$ cat config.mk
export PLATFORM = sky130hd
export DESIGN_NAME = log_synced_output_scheduler
export DESIGN_NICKNAME = d
export VERILOG_FILES = /design/src/hw/log_synced_output_scheduler.v /design/src/hw/sec_tick.v
export VERILOG_INCLUDE_DIRS = /design/src /design/src/hw
export SDC_FILE = /design/constraint.sdc
export NUM_CORES = 1
export LEC_CHECK = 0
export BUFFER_PORTS_ARGS = -buffer_cell sky130_fd_sc_hd__buf_4
export CAP_MARGIN = 20
export CELL_PAD_IN_SITES_DETAIL_PLACEMENT = 1
export CELL_PAD_IN_SITES_GLOBAL_PLACEMENT = 1
export CORE_ASPECT_RATIO = 2
export CORE_MARGIN = 2
export CORE_UTILIZATION = 49
export DETAILED_ROUTE_END_ITERATION = 10
export PLACE_DENSITY = 0.89
export REMOVE_ABC_BUFFERS = 1
export SETUP_SLACK_MARGIN = 0.2
export SYNTH_ARGS = -nofsm -noshare
export SYNTH_HDL_FRONTEND = slang
export SYNTH_SLANG_ARGS = --single-unit
$ cat constraint.sdc
create_clock -name CLK_I -period 8.3 [get_ports CLK_I]
set_clock_uncertainty 0.2 [all_clocks]
set_input_delay 1.66 -clock CLK_I [delete_from_list [all_inputs] [get_ports CLK_I]]
set_output_delay 1.66 -clock CLK_I [all_outputs]
set_load 0.02 [all_outputs]
$ cat src/hw/sched_regs.vh
// Register offsets, field positions and timing constants of the scheduler
`ifndef SCHED_REGS_VH
`define SCHED_REGS_VH

// =====================================================================
// Register offsets (word addresses)
`define ADDR_W           4
`define REG_TOP_MODE     4'h0
`define REG_OUT_CFG      4'h1
`define REG_PRE_SECS     4'h2
`define REG_POST_SECS    4'h3
`define REG_LOG_SECS     4'h4
`define REG_TRIG_SECS    4'h5
`define REG_STATUS       4'h6
`define REG_DIV_COUNT    4'h7

// =====================================================================
// Fields and encodings
`define TOP_OFF          2'h0
`define TOP_ADV          2'h1
`define OUT_MODE_OFF     2'h0
`define OUT_MODE_PRE     2'h1
`define OUT_MODE_SERIAL  2'h2
`define CFG_MODE_LSB     0
`define CFG_POL_BIT      2
`define CFG_DIV_LSB      4
`define DIV_W            8
`define SECS_W           16
`define DIV_ONE          8'h01
`define DIV_ZERO         8'h00
`define SECS_ZERO        16'h0000
`define SECS_ONE         16'h0001

// =====================================================================
// Reset values
`define RST_TOP_MODE     2'h0
`define RST_OUT_CFG      12'h010
`define RST_PRE_SECS     16'h000a
`define RST_POST_SECS    16'h0005
`define RST_LOG_SECS     16'h012c
`define RST_TRIG_SECS    16'h001e
// Inactive contact level for the reset polarity (open is active)
`define RST_CONTACT      1'b1

// =====================================================================
// Timing: one second tick from a 100 MHz clock
`define CLK_PERIOD_NS    10
`define SEC_CYCLES       27'd100000000
`define PRESC_W          27

`endif

$ cat src/hw/log_synced_output_scheduler.v
// Output scheduler around periodic logging instants
//
// Our own choices: the plain strobed port and the placing of the registers.
`timescale 1ns/1ns
`include "sched_regs.vh"
module log_synced_output_scheduler #(
	parameter [26:0] SEC_CYCLES = `SEC_CYCLES
) (
	input  wire        CLK_I,
	input  wire        RST_I,
	input  wire [3:0]  ADDR_I,
	input  wire [15:0] WDATA_I,
	input  wire        WR_I,
	input  wire        RD_I,
	input  wire        TRIG_I,
	output reg  [15:0] RDATA_O,
	output reg         CONTACT_CLOSED_O,
	output wire        LOG_INSTANT_O
);
	reg  [1:0]  top_mode_reg;
	reg  [11:0] out_cfg_reg;
	reg  [15:0] pre_reg;
	reg  [15:0] post_reg;
	reg  [15:0] log_reg;
	reg  [15:0] trig_len_reg;
	reg  [15:0] to_log_reg;
	reg  [15:0] post_cnt_reg;
	reg  [15:0] trig_cnt_reg;
	reg  [7:0]  div_cnt_reg;
	reg         trig_s1_reg;
	reg         trig_s2_reg;
	reg         trig_s3_reg;
	reg         log_tick_reg;
	reg         active_reg;
	reg  [15:0] to_log_next;
	reg  [15:0] post_cnt_next;
	reg  [15:0] trig_cnt_next;
	reg  [7:0]  div_cnt_next;
	wire        sec_tick;
	wire [1:0]  out_mode;
	wire        pol_closed;
	wire [7:0]  divider;
	wire        selected;
	wire        in_pre;
	wire        trig_rise;
	wire        window_on;
	wire        active_next;
	wire        log_due;

	assign out_mode   = out_cfg_reg[`CFG_MODE_LSB +: 2];
	assign pol_closed = out_cfg_reg[`CFG_POL_BIT];
	assign divider    = out_cfg_reg[`CFG_DIV_LSB +: `DIV_W];
	assign LOG_INSTANT_O = log_tick_reg;

	sec_tick #(
		.CYCLES(SEC_CYCLES)
	) u_sec (
		.clk_i (CLK_I),
		.rst_i (RST_I),
		.tick_o(sec_tick)
	);

	// =================================================================
	// Register bus
	always @(posedge CLK_I or posedge RST_I) begin
		if (RST_I) begin
			top_mode_reg <= `RST_TOP_MODE;
			out_cfg_reg  <= `RST_OUT_CFG;
			pre_reg      <= `RST_PRE_SECS;
			post_reg     <= `RST_POST_SECS;
			log_reg      <= `RST_LOG_SECS;
			trig_len_reg <= `RST_TRIG_SECS;
		end else if (WR_I) begin
			case (ADDR_I)
			`REG_TOP_MODE:  top_mode_reg <= WDATA_I[1:0];
			`REG_OUT_CFG:   out_cfg_reg  <= WDATA_I[11:0];
			`REG_PRE_SECS:  pre_reg      <= WDATA_I;
			`REG_POST_SECS: post_reg     <= WDATA_I;
			`REG_LOG_SECS:  log_reg      <= WDATA_I;
			`REG_TRIG_SECS: trig_len_reg <= WDATA_I;
			default: ;
			endcase
		end
	end

	always @(posedge CLK_I or posedge RST_I) begin
		if (RST_I) begin
			RDATA_O <= 16'h0000;
		end else if (RD_I) begin
			case (ADDR_I)
			`REG_TOP_MODE:  RDATA_O <= {14'h0000, top_mode_reg};
			`REG_OUT_CFG:   RDATA_O <= {4'h0, out_cfg_reg};
			`REG_PRE_SECS:  RDATA_O <= pre_reg;
			`REG_POST_SECS: RDATA_O <= post_reg;
			`REG_LOG_SECS:  RDATA_O <= log_reg;
			`REG_TRIG_SECS: RDATA_O <= trig_len_reg;
			`REG_STATUS:    RDATA_O <= {14'h0000, trig_cnt_reg != 16'h0000,
				active_reg};
			`REG_DIV_COUNT: RDATA_O <= {8'h00, div_cnt_reg};
			default:        RDATA_O <= 16'h0000;
			endcase
		end else begin
			RDATA_O <= 16'h0000;
		end
	end

	// =================================================================
	// Trigger input synchroniser
	always @(posedge CLK_I or posedge RST_I) begin
		if (RST_I) begin
			trig_s1_reg <= 1'b0;
			trig_s2_reg <= 1'b0;
			trig_s3_reg <= 1'b0;
		end else begin
			trig_s1_reg <= TRIG_I;
			trig_s2_reg <= trig_s1_reg;
			trig_s3_reg <= trig_s2_reg;
		end
	end
	assign trig_rise = trig_s2_reg & ~trig_s3_reg;

	// =================================================================
	// Log interval, divider, post and trigger timers
	// Divider of zero treated as one; a count left past N-1 by a
	// divider change still selects, so a smaller N never stalls
	assign selected = (divider <= `DIV_ONE) ||
		(div_cnt_reg >= divider - `DIV_ONE);
	assign in_pre = (to_log_reg <= pre_reg) &&
		(pre_reg != `SECS_ZERO) &&
		(selected || out_mode == `OUT_MODE_SERIAL);
	assign log_due = sec_tick && (to_log_reg <= `SECS_ONE);

	always @* begin
		to_log_next   = to_log_reg;
		div_cnt_next  = div_cnt_reg;
		post_cnt_next = post_cnt_reg;
		trig_cnt_next = trig_cnt_reg;
		if (log_due) begin
			// Logging instant reached
			to_log_next = log_reg;
			if (selected)
				div_cnt_next = `DIV_ZERO;
			else
				div_cnt_next = div_cnt_reg + `DIV_ONE;
			if (out_mode == `OUT_MODE_PRE && selected)
				post_cnt_next = post_reg;
			else
				post_cnt_next = `SECS_ZERO;
		end else if (sec_tick) begin
			to_log_next = to_log_reg - `SECS_ONE;
			if (post_cnt_reg != `SECS_ZERO)
				post_cnt_next = post_cnt_reg - `SECS_ONE;
		end
		// A new trigger edge restarts the drive time
		if (trig_rise)
			trig_cnt_next = trig_len_reg;
		else if (sec_tick && trig_cnt_reg != `SECS_ZERO)
			trig_cnt_next = trig_cnt_reg - `SECS_ONE;
	end

	// Countdown to the next logging instant
	always @(posedge CLK_I or posedge RST_I) begin
		if (RST_I) begin
			to_log_reg   <= `RST_LOG_SECS;
			log_tick_reg <= 1'b0;
		end else begin
			to_log_reg   <= to_log_next;
			log_tick_reg <= log_due;
		end
	end

	// Position among logging instants for the divider
	always @(posedge CLK_I or posedge RST_I) begin
		if (RST_I) begin
			div_cnt_reg <= `DIV_ZERO;
		end else begin
			div_cnt_reg <= div_cnt_next;
		end
	end

	// Post-sample hold timer
	always @(posedge CLK_I or posedge RST_I) begin
		if (RST_I) begin
			post_cnt_reg <= `SECS_ZERO;
		end else begin
			post_cnt_reg <= post_cnt_next;
		end
	end

	// Fixed-time trigger drive timer
	always @(posedge CLK_I or posedge RST_I) begin
		if (RST_I) begin
			trig_cnt_reg <= `SECS_ZERO;
		end else begin
			trig_cnt_reg <= trig_cnt_next;
		end
	end

	// =================================================================
	// Output drive
	assign window_on = (out_mode == `OUT_MODE_PRE ||
		out_mode == `OUT_MODE_SERIAL) &&
		(in_pre || post_cnt_reg != 16'h0000);
	assign active_next = (top_mode_reg == `TOP_ADV) &&
		(window_on || trig_cnt_reg != 16'h0000);

	always @(posedge CLK_I or posedge RST_I) begin
		if (RST_I) begin
			active_reg       <= 1'b0;
			CONTACT_CLOSED_O <= `RST_CONTACT;
		end else begin
			active_reg       <= active_next;
			CONTACT_CLOSED_O <= active_next ~^ pol_closed;
		end
	end
endmodule // log_synced_output_scheduler

$ cat src/hw/sec_tick.v
// One-second tick generator
`timescale 1ns/1ns
`include "sched_regs.vh"
module sec_tick #(
	parameter [26:0] CYCLES = `SEC_CYCLES
) (
	input  wire clk_i,
	input  wire rst_i,
	output reg  tick_o
);
	reg [26:0] cnt_reg;

	always @(posedge clk_i or posedge rst_i) begin
		if (rst_i) begin
			cnt_reg <= 27'h0;
			tick_o  <= 1'b0;
		end else if (cnt_reg == CYCLES - 27'h1) begin
			cnt_reg <= 27'h0;
			tick_o  <= 1'b1;
		end else begin
			cnt_reg <= cnt_reg + 27'h1;
			tick_o  <= 1'b0;
		end
	end
endmodule // sec_tick

Yosys cells after proc, flatten, opt, wreduce, memory -nomap -nowiden
Index checks and enable logic that the tools add are counted.
{"block": "op_classes", "n_addsub": 6, "order_cmp": 4, "eq_ne": 11, "muxes": 13, "bitwise": 3, "n_reduce_logical": 26}
{"cell": "$mux 16", "n": 9}
{"cell": "$pmux 16 s8", "n": 1}
{"cell": "$reduce_bool 16->1", "n": 3}
{"cell": "$sub 16x1->16 const B", "n": 3}
{"cell": "$add 27x1->27 const B", "n": 1}
{"cell": "$eq 27x27->1 const B", "n": 1}
{"cell": "$mux 27", "n": 1}
{"cell": "$eq 4x3->1 const B", "n": 4}
{"cell": "$le 16x1->1 const B", "n": 1}
{"cell": "$le 16x16->1", "n": 1}
{"cell": "$reduce_and 2->1", "n": 7}
{"cell": "$add 8x1->8 const B", "n": 1}
{"cell": "$eq 4x2->1 const B", "n": 2}
{"cell": "$ge 8x8->1", "n": 1}
{"cell": "$le 8x1->1 const B", "n": 1}
{"cell": "$mux 8", "n": 1}
{"cell": "$sub 8x1->8 const B", "n": 1}
{"cell": "$logic_and 1x1->1", "n": 7}
{"cell": "$reduce_bool 2->1", "n": 3}
{"cell": "$logic_or 1x1->1", "n": 5}
{"cell": "$eq 2x1->1 const B", "n": 2}
{"cell": "$eq 4x1->1 const B", "n": 1}
{"cell": "$logic_not 4->1", "n": 1}
{"cell": "$eq 2x2->1 const B", "n": 1}
{"cell": "4 further kinds", "n": 4}
{"block": "word_totals", "regBits": 184, "inputBits": 25, "out_inout_bits": 18}

Depth between registers and ports, before layout
Gate-level depths: netlist of run 1.
{"block": "logic_depth", "word_depth": 10, "mapped_depth": 14, "depth_no_buf": 12}

Hierarchy
A second synthesis of run 1 with hierarchy kept.
{"block": "unflattened", "hier_cells": 919, "area_unflattened_um2": 9504.1}
{"module": "log_synced_output_scheduler", "n_inst": 1, "cells_each": 785, "area_per_inst_um2": 8136.6, "seq_area_each_um2": 3926.3}
{"module": "sec_tick", "n_inst": 1, "cells_each": 134, "area_per_inst_um2": 1367.6, "seq_area_each_um2": 700.7}

Worst setup path before layout of run 1
Ideal clock, no wire load.
{"block": "synth_path", "path_type": "input -> register", "start": "input ADDR_I[0]", "end": "register pre_reg[0]", "t_arrival_ns": 3.177, "t_required_ns": 7.975, "setup_slack_ns": 4.798, "path_stages": 5, "n_path_buf": 2, "cell_sequence": "clkbuf_1 -> nor4b_2 -> nand2_1 -> clkbuf_1 -> mux2_2"}
{"block": "synth_via", "elab_chain_len": 2}
{"element": "from (decl)", "line": "log_synced_output_scheduler.v:11", "rtl": "input wire [3:0] ADDR_I,"}
{"element": "$eq 4x2->1", "line": "log_synced_output_scheduler.v:74", "rtl": "case (ADDR_I)"}
{"element": "$reduce_and 2->1 (no source line)"}
{"element": "to (signal assigned)", "line": "log_synced_output_scheduler.v:69", "rtl": "pre_reg <= `RST_PRE_SECS;"}
{"element": "to (decl)", "line": "log_synced_output_scheduler.v:22", "rtl": "reg [15:0] pre_reg;"}
No other way between the ends.
A chain may end at the register's enable or synchronous reset.

Final worst setup path of run 1
{"block": "layout_path", "start": "input ADDR_I[3]", "end": "register log_reg[1]"}
{"block": "layout_via", "elab_chain_len": 2}
{"element": "$eq 4x3->1", "line": "log_synced_output_scheduler.v:74"}
{"element": "$reduce_and 2->1 (no source line)"}
{"element": "to (signal assigned)", "line": "log_synced_output_scheduler.v:71", "rtl": "log_reg <= `RST_LOG_SECS;"}
{"element": "to (decl)", "line": "log_synced_output_scheduler.v:24", "rtl": "reg [15:0] log_reg;"}
No other way between the ends.

==> results of run 1 <==
## placed cells by master (no fill, tap or decap), types with 9 or more instances in the layout
| cell | instances |
|---|---|
| a21oi_1 | 31 |
| nand2_1 | 91 |
| nor3_1 | 29 |
| a31oi_1 | 12 |
| o21ai_0 | 55 |
| inv_1 | 40 |
| xor2_1 | 21 |
| nor2_1 | 41 |
| and3_1 | 9 |
| dfstp_2 | 18 |
| buf_4 | 52 |
| a22oi_1 | 45 |
| dfrtp_1 | 166 |
| nand2b_1 | 9 |
| o211ai_1 | 9 |
| nand3_1 | 24 |
| nand4_1 | 15 |
| mux2_2 | 80 |
| ha_1 | 34 |
| xnor2_1 | 28 |
| nor4_1 | 19 |
| clkbuf_16 | 17 |
## worst max-delay path, delay by kind of cell
kind	cells	cell delay [ns]
and+or+nand+nor	3	1.89
muxes	1	0.51
buffers and inverters	1	0.13
## final cells by class
cell class	count	area [um^2]	share of cell area, %
clock buffers	19	443	4.18
flip-flops and latches	184	4630	43.6
clock inverters	12	143	1.35
inverters	42	170	1.60
multi-input cells	643	4490	42.3
repair buffers	54	413	3.89
well taps	255	319	3.01
## path summary, 6_finish.rpt
kind	startpoint	to	depth (start not counted)
max	ADDR_I[3]	log_reg[1]	5
min	trig_s1_reg	trig_s2_reg	0
max reg2reg	out_cfg_reg[7]	post_cnt_reg[0]	10
min reg2reg	trig_s1_reg	trig_s2_reg	0
max in group asynchronous	RST_I	out_cfg_reg[5]	3
min in group asynchronous	RST_I	to_log_reg[14]	2
## logic make-up after synthesis
family                   after synthesis
AO/OA/AOI/OAI                        193
flip-flops                           184
AND/OR/NAND/NOR                      286
buffers and inverters                 76
multiplexers                          81
XOR/XNOR                              49
adder cells (fa/ha/maj)               34
## per-stage QoR
stage               worst slack (ns)  hold WS, ns  std cells  cell area [um^2]  util (%)
floorplan                       1.47        0.131        869              9260         -
global placement                3.82        0.133       1176              9990      53.1
detailed placement              3.87        0.154       1177             10000      53.1
CTS                             4.25        0.164       1208             10600      56.2
global route                    4.12        0.170       1209             10600      56.3
finish                          4.22        0.161       1209             10600      56.3
## per-layer routing
layer | vias up | track usage, % | share of wire, %
li1 | 3362 | - | -
met1 | 3954 | 29.9 | 34
met2 | 304 | 55.3 | 54
met3 | 143 | 6.23 | 4.6
met4 | 0 | 23.1 | 8.0
met5 | - | 0 | 0
## power by group
part / internal, mW / leakage [nW] / switching [mW]
registers: 1.02 / 2.35 / 0.151
logic: 0.161 / 1.99 / 0.181
clock network: 0.455 / 0.285 / 0.372
total: 1.64 / 4.62 / 0.705
==> flow_summary.yaml, run 1 <==
outcome:
  outcome: "completed"
critical_path:
  required_ns: 8.44
  crit_fanout: 16
  cp-end-kind: "register"
  regToRegSetupSlack_ns: 4.38
  worstSetupPathType: "in -> reg"
  cp_slowest_cell: "nor3_2"
  cp_cell_sequence: "buf_4, nand2b_1, nor3_2, nand2_1, mux2_2"
  crit_path_start_kind: "primary input"
  worstPathArrival_ns: 4.21
  critical-path-max-stage-delay_ns: 0.89
sta:
  relSlewSlack_pct: 22.7
  fin_crit_ns: 4.08
  final_hold_viol_count: 0
  drv_slew: 0
  finalCritPeriodShare_pct: 49.1
  worst_slew_pin_slew_ns: 1.15
  fin_setup_tns_ns: 0
  max_freq_mhz: 245
  rsz0062_at_grt: "no"
  setup_viol: 0
yosys:
  synth_commonest_cells: "dfrtp_1, nand2_1, mux2_2, o21ai_0, a22oi_1"
  synthesis.area_um2: 9420
  synth_seq_area_share_pct: 49.1
  yosys_most_used_dff: "dfrtp_1"
  synth_compound_area_share_pct: 13.1
  synth_top_family_by_area: "simple AND/OR/NAND/NOR gates"
  synth_top_area_share_pct: 44.1
  synthMuxAreaShare_pct: 9.67
  synth_top_area_cell: "dfrtp_1"
  yosysWarnings: 0
  synth_xor_area_share_pct: 4.56
  synth_cells: 903
  synth-seq-cells: 184
  synth_edf_count: 0
  synthTopCellsByArea: "dfrtp_1, mux2_2, dfstp_2"
  synth-simple-area-share_pct: 15.6
  yosysUniqueCellTypes: 63
  synth_fa_ha_area_share_pct: 4.52
  avgSynthCellArea_um2: 10.4
  synth.most_common_cell: "dfrtp_1"
  async_flop_share_pct: 100
floorplan:
  die_area_um2: 20400
  rows: 71
  die_x_um: 102
  pin_count: 43
  core_area_um2: 18800
  chipHeight_um: 200
  initial_utilization_pct: 50.0
place:
  dp_hpwl_um: 21500
  io_buffers: 42
  place_congestion: 0.871
clock_network:
  cts_made_buffers: 17
  cts_sinks: 184
  post_cts_buffers: 0
  cts_root_buf: "clkbuf_16"
  cts_buffer_depth: 2
  clk_latency_ns: 0.46
  ctsResizeCount: 0
  cts_hold_buf: 0
  clk_pin_slew_ns: 0.07
  cts_tree: "yes"
  h-tree-depth: 4
routing:
  drt_first_pass_iters: 5
  post_drt_wl_per_cell_um: 24.7
  postRouteAntennaNets: 0
  via_count: 7763
  viasPerCell: 6.42
  routed_wl_um: 29900
  drc_errors: 0
  first_iter_violations: 383
power:
  power_mw: 2.34
  leakage_nw: 4.62
  ir_drop_mv: 0.150
  power_density_nw_per_um2: 221
layout:
  largest_reg_flops: 27
  drive_above_1_share_pct: 20.6
  n_antenna_cell: 0
  fillCellCount: 2037
  num-nets-final: 1001
  area_growth_pct: 12.6
global_route:
  grt_pass1_wl_um: 46500
  track_usage_pct: 30.7
  grt_antenna_before_repair: 0
  grt_max_degree: 128
  grt.overflow.total: 0
  grt_pass1_vias: 8462
run:
  drv_cap: 0
min_path:
  hold_path_class: "reg -> reg"
Power figures use the tool's default switching activity.
==> inputs of run 2 (changes only) <==
- clock period: 8.3 -> 4.24 ns (I/O delays scaled with it)
==> run 2 against run 1 <==
- register-to-register slack worse by 3.9 ns
- non-clock buffer count up 3
- critical path depth up 6
- flip-flop and latch count unchanged
- cell count up 0.33%
==> flow_summary.yaml, run 2 (synthesis results as in run 1) <==
place:
  dp_hpwl_um: 21600
  place_congestion: 0.958
  place_area_um2: 10000
  io_buffers: 42
critical_path:
  worstSetupPathType: "reg -> reg"
  critical-path-max-stage-delay_ns: 0.47
  cp-end-kind: "register"
  worstPathArrival_ns: 3.87
  cp_slowest_cell: "a221o_1"
  required_ns: 4.37
  crit_path_start_kind: "register"
  crit_fanout: 16
  path_buf_inv: 2
  critPathTopFamily: "compound AO/OA/AOI/OAI gates"
  worstRegToRegCells: 11
  cp.depth: 11
  cp_cell_sequence: "inv_1, ha_1, inv_1, or3_1, xor2_1, ha_1, a2111oi_0, o21ai_0, a21o_2, and3_1, a221o_1"
sta:
  setup_viol: 0
  worst_slew_pin_slew_ns: 1.03
  holdWs_ns: 0.157
  rsz0062_at_grt: "no"
  max_freq_mhz: 267
  final_hold_viol_count: 0
  drv_slew: 0
  fin_crit_ns: 3.74
  relSlewSlack_pct: 31.2
  finalCritPeriodShare_pct: 88.3
layout:
  area_growth_pct: 12.6
  num-nets-final: 1004
  final_cell_mix: "dfrtp_1, nand2_1, mux2_2"
  largest_reg_flops: 27
  fin_area_um2: 10600
  final_common_cell: "dfrtp_1"
  drive_above_1_share_pct: 21.1
  n_antenna_cell: 0
floorplan:
  die_x_um: 102
  initial_utilization_pct: 50.0
  die_area_um2: 20400
  rows: 71
  chipHeight_um: 200
  core_area_um2: 18800
  pin_count: 43
outcome:
  outcome: "completed"
power:
  power_density_nw_per_um2: 428
  p_clk_share_pct: 34.5
  p_switching_mw: 1.42
  power_frac_comb_pct: 14.9
  pwr-share-seq_pct: 50.6
  netSwitchingFraction_pct: 31.3
  ir_drop_mv: 0.286
  p_int_mw: 3.11
  leakage_nw: 4.63
routing:
  routed_wl_um: 29600
  first_iter_violations: 473
  postRouteAntennaNets: 0
  post_drt_wl_per_cell_um: 24.4
  viasPerCell: 6.41
  drc_errors: 0
  via_count: 7778
  drt_first_pass_iters: 5
clock_network:
  cts_tree: "yes"
  cts_made_buffers: 17
  cts_hold_buf: 0
  cts_root_buf: "clkbuf_16"
  post_cts_buffers: 0
  h-tree-depth: 4
  cts_buffer_depth: 2
  ctsResizeCount: 0
  cts_sinks: 184
  clk_latency_ns: 0.46
  clk_pin_slew_ns: 0.07
min_path:
  hold_path_class: "reg -> reg"
  hold_depth: 0
global_route:
  grt_max_degree: 114
  grt_pass1_vias: 8604
  grt_pass1_wl_um: 46500
  grt_antenna_before_repair: 0
  grt.overflow.total: 0
  track_usage_pct: 30.5
run:
  drv_cap: 0
-- run 2: cell types whose count changed in the layout (fill, tap and decap cells not counted) --
cell | before | now
buf_2 | 0 | 1
buf_4 | 52 | 56
buf_6 | 2 | 0
bufinv_16 | 2 | 0
clkbuf_1 | 1 | 0
clkinv_8 | 0 | 1
inv_8 | 1 | 4
-- run 2: layer usage --
metal	share of wire, %	vias to the layer above	global-route usage, %	wire [um]
met1	33	4005	30.4	9850
li1	-	3359	-	-
met2	54	274	54.5	16100
met3	4.7	140	5.75	1380
met4	7.8	0	23.0	2300
met5	0	-	0	0
-- run 2: final cells by class --
| class | instances | area [um^2] |
|---|---|---|
| well taps | 255 | 319 |
| clock buffers | 18 | 439 |
| multi-input cells | 643 | 4490 |
| repair buffers | 57 | 425 |
| fillers | 2086 | 8230 |
| inverters | 42 | 170 |
| flip-flops and latches | 184 | 4630 |
| clock inverters | 14 | 133 |
-- run 2: per-stage QoR --
stage / instances / setup TNS, ns / utilization, % / setup WS, ns / total power [mW]
final: 1213 / 0 / 56.3 / 0.498 / 4.53
after global placement: 1180 / 0 / 53.2 / 0.741 / 2.92
after global routing: 1213 / 0 / 56.3 / 0.357 / 4.70
after detailed placement: 1180 / 0 / 53.2 / 0.645 / 2.97
after CTS: 1212 / 0 / 56.3 / 0.601 / 4.53
after floorplan: 869 / -302.35 / - / -1.78 / 2.64
-- run 2: worst paths after layout --
path | startpoint | slack [ns] | end
worst min-delay path | trig_s1_reg | 0.16 | trig_s2_reg
worst max register to register | out_cfg_reg[5] | 0.50 | post_cnt_reg[1]
worst max-delay path | out_cfg_reg[5] | 0.50 | post_cnt_reg[1]
min in group asynchronous | RST_I | 0.30 | to_log_reg[12]
max in group asynchronous | RST_I | 2.55 | trig_len_reg[1]
worst min register to register | trig_s1_reg | 0.16 | trig_s2_reg
-- run 2: power groups by stage --
stage	logic [mW]	registers, mW	clock network, mW
3_3_place_gp	0.628	2.30	0
5_1_grt	0.744	2.31	1.65
4_1_cts	0.675	2.28	1.58
3_5_place_dp	0.664	2.31	0
2_1_floorplan	0.456	2.18	0
6_report	0.674	2.30	1.56
